File: config.mk
export PLATFORM = sky130hd
export DESIGN_NAME = bsp_event_regs
export DESIGN_NICKNAME = d
export VERILOG_FILES = /design/src/hw/bsp_pkg.sv /design/src/hw/bsp_event_regs.sv
export SDC_FILE = /design/constraint.sdc
export NUM_CORES = 1
export LEC_CHECK = 0
export BUFFER_PORTS_ARGS = -buffer_cell sky130_fd_sc_hd__buf_2
export CAP_MARGIN = 20
export CORE_MARGIN = 4
export CORE_UTILIZATION = 35
export DETAILED_ROUTE_END_ITERATION = 12
export HOLD_SLACK_MARGIN = 0.03
export PLACE_DENSITY = 0.57
export RECOVER_POWER = 100
export SLEW_MARGIN = 40
export SYNTH_ARGS = -nofsm -noshare
export SYNTH_HDL_FRONTEND = slang
export SYNTH_SLANG_ARGS = --single-unit
File: constraint.sdc
create_clock -name clock -period 2.6 [get_ports clock]
set_clock_uncertainty 0.15 [all_clocks]
set_input_delay 0.13 -clock clock [delete_from_list [all_inputs] [get_ports clock]]
set_output_delay 0.13 -clock clock [all_outputs]
set_load 0.05 [all_outputs]
File: src/hw/bsp_pkg.sv
package bsp_pkg;

  // APB decode width; upper address bits are ignored
  localparam int unsigned ADDR_W = 12;
  localparam int unsigned DATA_W = 32;
  localparam int unsigned EVT_N = 11;

  // Event flag register offsets, in event index order
  localparam logic [11:0] OFS_EVT_CTS = 12'h100;
  localparam logic [11:0] OFS_EVT_NOT_CTS = 12'h104;
  localparam logic [11:0] OFS_EVT_RX_BYTE = 12'h108;
  localparam logic [11:0] OFS_EVT_RX_FULL = 12'h110;
  localparam logic [11:0] OFS_EVT_TX_BYTE = 12'h11c;
  localparam logic [11:0] OFS_EVT_TX_DONE = 12'h120;
  localparam logic [11:0] OFS_EVT_ERROR = 12'h124;
  localparam logic [11:0] OFS_EVT_RX_TMO = 12'h144;
  localparam logic [11:0] OFS_EVT_RX_START = 12'h14c;
  localparam logic [11:0] OFS_EVT_TX_START = 12'h150;
  localparam logic [11:0] OFS_EVT_TX_STOP = 12'h158;
  localparam logic [11:0] OFS_SHORTCUTS = 12'h200;
  localparam logic [11:0] OFS_INT_ENABLE = 12'h300;
  localparam logic [11:0] OFS_INT_ENABLE_SET = 12'h304;
  localparam logic [11:0] OFS_INT_ENABLE_CLEAR = 12'h308;
  localparam logic [11:0] OFS_RX_ERROR_SOURCE = 12'h480;
  localparam logic [11:0] OFS_PERIPH_ENABLE = 12'h500;

  localparam logic [11:0] EVT_OFS [EVT_N] = '{OFS_EVT_CTS, OFS_EVT_NOT_CTS, OFS_EVT_RX_BYTE, OFS_EVT_RX_FULL,
    OFS_EVT_TX_BYTE, OFS_EVT_TX_DONE, OFS_EVT_ERROR, OFS_EVT_RX_TMO, OFS_EVT_RX_START, OFS_EVT_TX_START,
    OFS_EVT_TX_STOP};

  // Event indices
  localparam int unsigned IX_RX_FULL = 3;
  localparam int unsigned IX_TX_DONE = 5;
  localparam int unsigned IX_ERROR = 6;
  localparam int unsigned IX_RX_TMO = 7;
  localparam int unsigned IX_RX_START = 8;
  localparam int unsigned IX_TX_START = 9;
  localparam int unsigned IX_TX_STOP = 10;

  // Interrupt enable bit positions A..J, L per event index
  localparam int unsigned EVT_BIT [EVT_N] = '{0, 1, 2, 4, 7, 8, 9, 17, 19, 20, 22};

  // Shortcut field positions
  localparam int unsigned SHORT_START_BIT = 5;
  localparam int unsigned SHORT_STOP_BIT = 6;

  // Error source field positions
  localparam int unsigned ERR_OVERRUN = 0;
  localparam int unsigned ERR_PARITY = 1;
  localparam int unsigned ERR_FRAMING = 2;
  localparam int unsigned ERR_BREAK = 3;
  localparam int unsigned ERR_N = 4;

  localparam logic [3:0] ENABLE_ON = 4'h8;
  localparam logic [3:0] ENABLE_RESET = 4'h0;
  localparam logic [3:0] FRAME_BITS_PLAIN = 4'ha;
  localparam logic [3:0] FRAME_BITS_PARITY = 4'hb;

  // Event strobes from the transceiver core, one cycle each
  typedef struct packed {
    logic transmitterStopped;
    logic transmitterStarted;
    logic receiverStarted;
    logic receiverTimeout;
    logic txBufferDone;
    logic txByteSent;
    logic rxBufferFull;
    logic rxByteReady;
    logic clearToSendReleased;
    logic clearToSend;
  } bsp_evt_s;

  // Receive line conditions feeding the error sources
  typedef struct packed {
    logic startBitSeen;
    logic rxHoldFull;
    logic parityCheckOn;
    logic parityBad;
    logic stopBitBad;
    logic rxLine;
    logic bitTick;
  } bsp_rxcond_s;

  // Task triggers raised by the shortcuts
  typedef struct packed {
    logic receiveStopTask;
    logic receiveStartTask;
  } bsp_task_s;

endpackage : bsp_pkg

File: src/hw/bsp_event_regs.sv
`timescale 1ns/1ps
// Functional notes
// Set transmit-done flag when last transmit buffer byte has left the line.
// Set receiver-started flag at 0x14C once receiver runs after start task.
// Set transmitter-started flag at 0x150 once transmitter runs after start.
// Receiver-timeout flag at 0x144; enable bit H gates its interrupt.
// Transmitter-stopped flag at 0x158; enable bit L gates its interrupt.
// Any receive error sets error flag at 0x124; enable bit G gates it.
// Shortcut bit C makes receive-buffer-full trigger the receive start task.
// Shortcut bit D makes receive-buffer-full trigger receive stop; else nothing.
// Interrupt enable at 0x300 holds one read-write bit per event.
// Set view 0x304 sets bits written one; read shows enables.
// Clear view 0x308 clears bits written one; read shows enables.
// Start bit while previous byte unread sets overrun bit A.
// With parity checking on, a bad parity bit sets bit B.
// Missing valid stop bit after a character sets framing bit C.
// Line low longer than 10 or 11 bit frame sets break bit D.
// Error bits stay set until software writes one there; zero ignored.
// Block is enabled only while enable field holds 8; 0 disables.
// Software waits for stopped or timeout event before disabling.
// Interrupt output high while any flag and its enable are both one.
// Event flags stay one until software writes zero to them.
module bsp_event_regs
  import bsp_pkg::*;
(
  input wire logic clock,
  input wire logic sys_rst,
  input wire logic psel,
  input wire logic penable,
  input wire logic pwrite,
  input wire logic [ADDR_W-1:0] paddr,
  input wire logic [DATA_W-1:0] pwdata,
  output logic [DATA_W-1:0] prdata,
  output logic pready,
  output logic pslverr,
  input wire bsp_evt_s evtIn,
  input wire bsp_rxcond_s rxCond,
  output bsp_task_s taskOut,
  output logic peripheralEnabled,
  output logic irq
);

  logic [EVT_N-1:0] evtFlag;
  logic [EVT_N-1:0] intenReg;
  logic [ERR_N-1:0] errSrc;
  logic [3:0] enableReg;
  logic shortStart;
  logic shortStop;
  logic [3:0] lowCount;
  logic breakSeen;
  logic [DATA_W-1:0] intenView;

  // APB phase decode; writes land on the access cycle that sees pready
  wire setupPhase = psel & ~penable;
  wire wrEn = psel & penable & pwrite & pready;
  wire isShorts = (paddr == OFS_SHORTCUTS);
  wire isInten = (paddr == OFS_INT_ENABLE);
  wire isIntenSet = (paddr == OFS_INT_ENABLE_SET);
  wire isIntenClr = (paddr == OFS_INT_ENABLE_CLEAR);
  wire isErrSrc = (paddr == OFS_RX_ERROR_SOURCE);
  wire isEnable = (paddr == OFS_PERIPH_ENABLE);
  wire [EVT_N-1:0] isEvt;
  wire evtHitAny = |isEvt;
  wire addrHit = evtHitAny | isShorts | isInten | isIntenSet | isIntenClr | isErrSrc | isEnable;
  wire active = (enableReg == ENABLE_ON);

  // Error conditions, only counted while the block is enabled
  wire [3:0] frameLen = rxCond.parityCheckOn ? FRAME_BITS_PARITY : FRAME_BITS_PLAIN;
  wire breakHit = rxCond.bitTick & ~rxCond.rxLine & ~breakSeen & (lowCount == frameLen);
  wire [ERR_N-1:0] errSet;
  assign errSet[ERR_OVERRUN] = active & rxCond.startBitSeen & rxCond.rxHoldFull;
  assign errSet[ERR_PARITY] = active & rxCond.parityCheckOn & rxCond.parityBad;
  assign errSet[ERR_FRAMING] = active & rxCond.stopBitBad;
  assign errSet[ERR_BREAK] = active & breakHit;
  wire [ERR_N-1:0] errClr = (wrEn & isErrSrc) ? pwdata[ERR_N-1:0] : '0;

  // Event strobes in index order; the error event comes from the error sources
  wire [EVT_N-1:0] evtRaw = {evtIn.transmitterStopped, evtIn.transmitterStarted, evtIn.receiverStarted,
    evtIn.receiverTimeout, |errSet, evtIn.txBufferDone, evtIn.txByteSent, evtIn.rxBufferFull,
    evtIn.rxByteReady, evtIn.clearToSendReleased, evtIn.clearToSend};
  wire [EVT_N-1:0] evtHit = active ? evtRaw : '0;

  // Read multiplexer, reserved bits read zero
  wire [DATA_W-1:0] rdEvt = evtHitAny ? {{(DATA_W-1){1'b0}}, |(isEvt & evtFlag)} : '0;
  wire [DATA_W-1:0] rdShorts = isShorts ? ((DATA_W'(shortStart) << SHORT_START_BIT) |
    (DATA_W'(shortStop) << SHORT_STOP_BIT)) : '0;
  wire [DATA_W-1:0] rdInten = (isInten | isIntenSet | isIntenClr) ? intenView : '0;
  wire [DATA_W-1:0] rdErr = isErrSrc ? {{(DATA_W-ERR_N){1'b0}}, errSrc} : '0;
  wire [DATA_W-1:0] rdEnable = isEnable ? {{(DATA_W-4){1'b0}}, enableReg} : '0;
  wire [DATA_W-1:0] rdMux = rdEvt | rdShorts | rdInten | rdErr | rdEnable;
  wire irqNow = |(evtFlag & intenReg);

  // Spread per-event enables onto their documented bit positions
  always_comb begin
    intenView = '0;
    for (int i = 0; i < EVT_N; i++) begin
      intenView[EVT_BIT[i]] = intenReg[i];
    end
  end

  // Per-event flag and enable; a hardware set beats a same-cycle software write
  for (genvar gi = 0; gi < EVT_N; gi++) begin : g_evt
    assign isEvt[gi] = (paddr == EVT_OFS[gi]);
    wire wrFlag = wrEn & isEvt[gi];
    always_ff @(posedge clock) begin
      if (sys_rst) begin
        evtFlag[gi] <= 1'b0;
      end else if (evtHit[gi]) begin
        evtFlag[gi] <= 1'b1;
      end else if (wrFlag) begin
        evtFlag[gi] <= pwdata[0];
      end
    end
    always_ff @(posedge clock) begin
      if (sys_rst) begin
        intenReg[gi] <= 1'b0;
      end else if (wrEn & isInten) begin
        intenReg[gi] <= pwdata[EVT_BIT[gi]];
      end else if (wrEn & isIntenSet & pwdata[EVT_BIT[gi]]) begin
        intenReg[gi] <= 1'b1;
      end else if (wrEn & isIntenClr & pwdata[EVT_BIT[gi]]) begin
        intenReg[gi] <= 1'b0;
      end
    end
  end

  // APB answer: ready and data prepared during the setup cycle, zero wait states
  always_ff @(posedge clock) begin
    if (sys_rst) begin
      pready <= 1'b0;
      pslverr <= 1'b0;
      prdata <= '0;
    end else begin
      pready <= setupPhase;
      pslverr <= setupPhase & ~addrHit;
      if (setupPhase) begin
        prdata <= rdMux;
      end
    end
  end

  // Control registers written by software
  always_ff @(posedge clock) begin
    if (sys_rst) begin
      enableReg <= ENABLE_RESET;
      shortStart <= 1'b0;
      shortStop <= 1'b0;
    end else begin
      if (wrEn & isEnable) begin
        enableReg <= pwdata[3:0];
      end
      if (wrEn & isShorts) begin
        shortStart <= pwdata[SHORT_START_BIT];
        shortStop <= pwdata[SHORT_STOP_BIT];
      end
    end
  end

  // Sticky error sources; a new error wins over a same-cycle clear
  always_ff @(posedge clock) begin
    if (sys_rst) begin
      errSrc <= '0;
    end else begin
      errSrc <= (errSrc & ~errClr) | errSet;
    end
  end

  // Low-line run length in bit times; one break report per low run
  always_ff @(posedge clock) begin
    if (sys_rst) begin
      lowCount <= '0;
      breakSeen <= 1'b0;
    end else if (rxCond.rxLine) begin
      lowCount <= '0;
      breakSeen <= 1'b0;
    end else if (rxCond.bitTick) begin
      if (lowCount != FRAME_BITS_PARITY) begin
        lowCount <= lowCount + 4'h1; // Saturates, enough for either frame length
      end
      if (breakHit) begin
        breakSeen <= 1'b1;
      end
    end
  end

  // Registered outputs: interrupt, shortcut tasks, enable status
  always_ff @(posedge clock) begin
    if (sys_rst) begin
      irq <= 1'b0;
      taskOut <= '0;
      peripheralEnabled <= 1'b0;
    end else begin
      irq <= irqNow;
      taskOut.receiveStartTask <= evtHit[IX_RX_FULL] & shortStart;
      taskOut.receiveStopTask <= evtHit[IX_RX_FULL] & shortStop;
      peripheralEnabled <= active;
    end
  end

  // Checker-only low run count, kept apart from the break logic it judges
  logic [4:0] chkLow;
  always_ff @(posedge clock) begin
    if (sys_rst || rxCond.rxLine) begin
      chkLow <= '0;
    end else if (rxCond.bitTick && ~&chkLow) begin
      chkLow <= chkLow + 5'h1;
    end
  end
endmodule : bsp_event_regs

# [Yosys cells after proc, flatten, opt, wreduce, memory -nomap -nowiden]
# Cells that the tools add are included.
[word_totals] elab_cells=225 output_inout_bits=38 reg_bits=75 in_bits=66
[classes] addsub=1 reduce_logical=29 bitwise=77 eq_ne=20 mux=63
[op_table] operator="$eq A12 B9 Y1 const B" count=11
[op_table] operator="$mux W1" count=57
[op_table] operator="$and A1 B1 Y1" count=55
[op_table] operator="$eq A12 B10 Y1 const B" count=4
[op_table] operator="$or A23 B4 Y23" count=2
[op_table] operator="$reduce_bool A3 Y1" count=11
[op_table] operator="$reduce_or A11 Y1" count=3
[op_table] operator="$eq A12 B11 Y1 const B" count=2
[op_table] operator="$mux W23" count=1
[op_table] operator="$or A7 B23 Y23" count=1
[op_table] operator="$and A11 B11 Y11" count=2
[op_table] operator="$reduce_bool A2 Y1" count=11
[op_table] operator="$mux W4" count=3
[op_table] operator="$mux W11" count=1
[op_table] operator="$or A1 B1 Y1" count=8
[op_table] operator="$mux W7" count=1
[op_table] operator="$or A1 B7 Y7" count=1
[op_table] operator="$or A6 B7 Y7" count=1
[op_table] operator="$add A4 B1 Y4 const B" count=1
[op_table] operator="$and A4 B4 Y4" count=1
[op_table] operator="$eq A4 B4 Y1" count=1
[op_table] operator="$eq A4 B4 Y1 const B" count=1
[op_table] operator="$ne A4 B4 Y1 const B" count=1
[op_table] operator="$not A1 Y1" count=4
[op_table] operator="other kinds (5)" count=6

# [Depth between registers and ports, before layout]
[logic_depth] word_depth=10 mapped_depth=7 mapped_depth_nobuf=5

# [Worst setup path after synthesis]
# OpenSTA, ideal clock, no wires.
[synth_timing] path_kind="flip-flop to flip-flop" start="reg pready" end="reg intenReg[0]" arrival_time_ns=1.970 stages_incl_launch_ff=7 slack_ns=0.363 t_required_ns=2.333 period_less_slack_ns=2.237 path_cell_list="dfxtp_1 > nand4_1 > or4_4 > nor2_4 > buf_6 > nand2_1 > a32o_1"
[synth_via] elab_chain_cells=5 elab_cells_between_ends=9 cone_classes="2 x mux; 6 x bitwise; 1 x reduce/logical"
[synth_lines] item="start: declaration" line="bsp_event_regs.sv:34" rtl="output logic pready,"
[synth_lines] item="start signal: assignment" line="bsp_event_regs.sv:134" rtl="pready <= setupPhase;"
[synth_lines] item="$and A1 B1 Y1 *" line="bsp_event_regs.sv:55" rtl="wire wrEn = psel & penable & pwrite & pready;"
[synth_lines] item="$and A1 B1 Y1 (2 in a row)" line="bsp_event_regs.sv:119" rtl="end else if (wrEn & isIntenSet & pwdata[EVT_BIT[gi]]) begin"
[synth_lines] item="$mux W1" line="bsp_event_regs.sv:119"
[synth_lines] item="$mux W1" line="bsp_event_regs.sv:117" rtl="end else if (wrEn & isInten) begin"
[synth_lines] item="end signal: indexed assignment" line="bsp_event_regs.sv:118" rtl="intenReg[gi] <= pwdata[EVT_BIT[gi]];"
[synth_lines] item="end: declaration" line="bsp_event_regs.sv:44" rtl="logic [EVT_N-1:0] intenReg;"
# Mark *: on every way between the ends. The rest lies on a longest branch, timed or not.
# A chain may end at the register's enable or synchronous reset.

# [Worst setup path after layout]
[layout_timing] start="reg pready" end="reg intenReg[4]"
# Same word-level chain as after synthesis.

==> Flow_metrics.wiki <==
{| class="wikitable"
! Metric !! Value
|-
| Critical-path maximum fanout || 11
|-
| Core area || 8180 um^2
|-
| Count of non-filler cells in the finished layout || 563
|-
| Final standard cell utilization of the core || 46.9%
|-
| Number of global-route vias before repair || 2848
|-
| Multiplexer area fraction after synthesis || 5.50%
|-
| Startpoint type of the worst setup path || flop
|-
| Congestion Overflow GR || 0
|-
| Fin crit period || 2290 ps
|-
| Cell at the slowest stage of the critical path || or4_1
|-
| CTS Root Buffer Type || clkbuf_8
|-
| Cells traversed along the worst timing path || nand4_1, or4_1, nor2_2, nand2_1, a32o_1
|-
| Peak supply drop || 291 uV
|-
| Arrival time reported for the critical path endpoint || 2360 ps
|-
| Number of H-tree levels || 3
|-
| Cts bufs inserted || 9
|-
| Maximum single-stage delay on the critical path || 630 ps
|-
| DRC Markers || 0
|-
| Global-route wire length before repair || 13800 um
|-
| Final antenna diode count || 0
|-
| Number of synthesized register bits || 57
|-
| Latest clock arrival within the worst-skew pair || 320 ps
|-
| Layout Area Growth over Synthesis || 30.6%
|-
| Die footprint || 9910 um^2
|-
| Routability cong. || 0.849
|-
| Fin nets || 520
|-
| Static Leakage || 1.40 nW
|-
| Count of final setup violators || 0
|-
| Initial antenna violation count || 0
|-
| Area after DPL || 3400 um^2
|-
| Filler Cells Inserted || 848
|-
| Non-Filler Cell Area, Final || 3830 um^2
|-
| HPWL after DPL || 6210 um
|-
| Final setup TNS || 0 ps
|-
| Cell type with the highest aggregate area in the netlist || dfxtp_1
|-
| Maximum buffer depth of the clock tree || 2
|-
| Power density over the cells || 521 nW/um^2
|-
| Adder and majority cell fraction of the synthesized area || 0.426%
|-
| Unrepaired setup endpoints after global routing || false
|-
| Syn Std Cell Area || 2930 um^2
|-
| Async set-or-reset flop fraction in the synthesized netlist || 0%
|-
| Cells resized by post-CTS repair || 0
|-
| Top-Level Pins || 104
|-
| Fraction of layout instances using a drive strength above 1 || 18.8%
|-
| Critical Path End Type || flop
|-
| Total placed cells including tap cells || 517
|-
| Maximum number of pins on one net before global-route repair || 45
|-
| Path type of the worst setup path || reg -> reg
|-
| Max-Slew Margin vs Limit || 59.6%
|-
| Combinational family with the most area after synthesis || simple AND/OR/NAND/NOR gates
|-
| Max Cap Viol || 0
|-
| Overall global routing resource usage || 17.2%
|-
| Effective utilization at floorplan || 35.9%
|-
| Final worst setup slack || 307 ps
|-
| Count of standard-cell rows || 33
|-
| Number of enable-type register cells in the synthesized netlist || 0
|-
| Detailed Route Iter0 Violations || 217
|-
| Sequential-to-total area share from yosys stat || 38.9%
|-
| Clock transition at the registers of the reported paths || 70 ps
|-
| Number of pins with negative max-slew slack in the final report || 0
|-
| Number of library cell types mapped by synthesis || 55
|-
| Cell family contributing the most delay on the critical path || simple AND/OR/NAND/NOR gates
|-
| Status || complete, no violations
|-
| Most used flip-flop cell after synthesis || dfxtp_1
|-
| Dpl ws || 214 ps
|-
| Crit path buf inv count || 0
|-
| Xor and xnor area share after synthesis || 1.79%
|-
| Post-route antenna net violation count || 0
|-
| Largest cells by area after synthesis || dfxtp_1 (39%), nand2_1 (6.3%), a21oi_1 (5.1%)
|-
| CTS tree || yes
|-
| Mean area per synthesized cell || 8.43 um^2
|-
| Cell count after synthesis || 348
|-
| Achievable Freq || 436 MHz
|-
| Fraction of the mapped netlist area in compound gates || 16.5%
|-
| Total vias in the final route || 2929
|-
| Die outline height || 99.6 um
|-
| Area share of the largest cell type after synthesis || 38.9%
|-
| Class of the most critical hold timing path || in -> reg
|-
| Total routed wirelength || 8480 um
|-
| Average wire length per cell after detail routing || 15.1 um
|-
| Endpoints failing hold || 0
|-
| Simple logic cell fraction of the synthesized area || 28.3%
|-
| Synth Warn # || 0
|-
| Drt pass-1 iters || 4
|-
| Detail-routed via count per cell || 5.20
|-
| Die outline width || 99.6 um
|-
| Number of buffer cells added on primary ports || 67
|-
| Critical path required time || 2660 ps
|-
| Actual transition at the worst max-transition pin || 609 ps
|-
| Clock net sink count || 57
|-
| Final clock period utilization by the worst path || 88.2%
|}
metrics by stage:
stage	power (mW)	hold WS, ps
6_report	2.00	69.2
4_1_cts	2.02	56.4
5_1_grt	2.07	88.1
3_5_place_dp	1.13	213
2_1_floorplan	1.07	59.3
3_3_place_gp	1.13	212
placed cells by master (no fill, tap or decap), types with 2 or more instances in the layout:
cell type / Yosys / final
buf_4: 18 / 12
inv_1: 4 / 4
a211oi_1: 2 / 2
dlygate4sd3_1: 0 / 30
and3_1: 6 / 6
or3b_2: 2 / 2
nand4_1: 5 / 5
clkbuf_1: 17 / 31
nor4b_1: 7 / 6
nor2b_1: 3 / 3
a32o_1: 11 / 11
dfxtp_1: 57 / 57
or4b_2: 3 / 3
or3_1: 2 / 2
xor2_1: 4 / 4
nand3_1: 22 / 22
o21ai_0: 3 / 3
a222oi_1: 2 / 2
buf_2: 4 / 46
nand2_1: 49 / 49
nor2_1: 18 / 18
a31oi_1: 3 / 3
clkbuf_8: 0 / 12
and4_1: 2 / 2
mux2i_1: 15 / 15
a22oi_1: 5 / 5
nor3_2: 2 / 2
a221oi_1: 3 / 3
or4_1: 2 / 3
nor3_1: 10 / 10
a21oi_1: 30 / 29
nand4b_1: 2 / 2
xnor2_1: 2 / 2
conb_1: 1 / 18
nor4_1: 8 / 8
nand2b_1: 2 / 2
nor3b_1: 2 / 2
where the power goes:
group	total, mW	internal, mW	leakage [nW]	switching, mW
Clock	0.859	0.521	0.107	0.338
Sequential	0.883	0.879	0.460	0.00388
Combinational	0.255	0.0849	0.834	0.170
final cells by class:
class | count | area (um^2) | area share (%)
repair buffers | 118 | 734 | 19.2
clock buffers | 14 | 173 | 4.51
inverters | 4 | 15.0 | 0.392
flip-flops and latches | 57 | 1140 | 29.8
well taps | 105 | 131 | 3.43
multi-input cells | 263 | 1600 | 41.8
clock inverters | 2 | 35.0 | 0.914
worst min-delay path, cell delays in order:
cell	delay, ps
buf_2	190
nand4_1	100
a31oi_1	80
sequential cells by signal, summed over array words and instances (netlist names):
name / count
lowCount: 4
shortStart: 1
prdata: 14
intenReg: 11
breakSeen: 1
shortStop: 1
irq: 1
pready: 1
enableReg: 4
errSrc: 4
taskOut: 2
peripheralEnabled: 1
evtFlag: 11
pslverr: 1
Yosys cell counts, types with 2 or more instances:
| library cell | instances |
|---|---|
| a32o_1 | 11 |
| or4b_2 | 3 |
| mux2i_1 | 15 |
| buf_2 | 4 |
| and4_1 | 2 |
| buf_4 | 18 |
| or3_1 | 2 |
| a211oi_1 | 2 |
| a221oi_1 | 3 |
| nand4_1 | 5 |
| clkbuf_1 | 17 |
| nor3_2 | 2 |
| nand2_1 | 49 |
| nand3_1 | 22 |
| nor2_1 | 18 |
| nor3b_1 | 2 |
| or4_1 | 2 |
| nor4_1 | 8 |
| nand4b_1 | 2 |
| nand2b_1 | 2 |
| and3_1 | 6 |
| nor3_1 | 10 |
| dfxtp_1 | 57 |
| xnor2_1 | 2 |
| nor2b_1 | 3 |
| nor4b_1 | 7 |
| xor2_1 | 4 |
| a222oi_1 | 2 |
| o21ai_0 | 3 |
| a31oi_1 | 3 |
| or3b_2 | 2 |
| a21oi_1 | 30 |
| a22oi_1 | 5 |
| inv_1 | 4 |
cell families after synthesis:
logic type / after synthesis
AOI/OAI and AO/OA: 69
other: 1
xor gates and xnor gates: 6
buffers and inverters: 45
adders and majority gates: 1
and+or+nand+nor: 153
muxes: 16
DFF: 57
layer usage:
layer	track usage, %	part of all wire (%)
met3	3.72	6.1
met1	23.8	46
met2	26.2	45
met5	0	0
met4	6.09	2.3
timing repair:
item                      in CTS  in global routing
hold endpoints to repair      36                  0
setup buffers                  0                  0
hold buffers                  30                  0
worst paths after layout:
kind                    from          end  slack, ps  cells past startpoint
setup / recovery      pready  intenReg[4]        310                      5
hold / removal     pwdata[0]   evtFlag[2]         70                      3
setup reg to reg      pready  intenReg[4]        310                      5
hold reg to reg   prdata[19]   prdata[19]        300                      2
No activity file was read; power rests on OpenSTA's default activity.
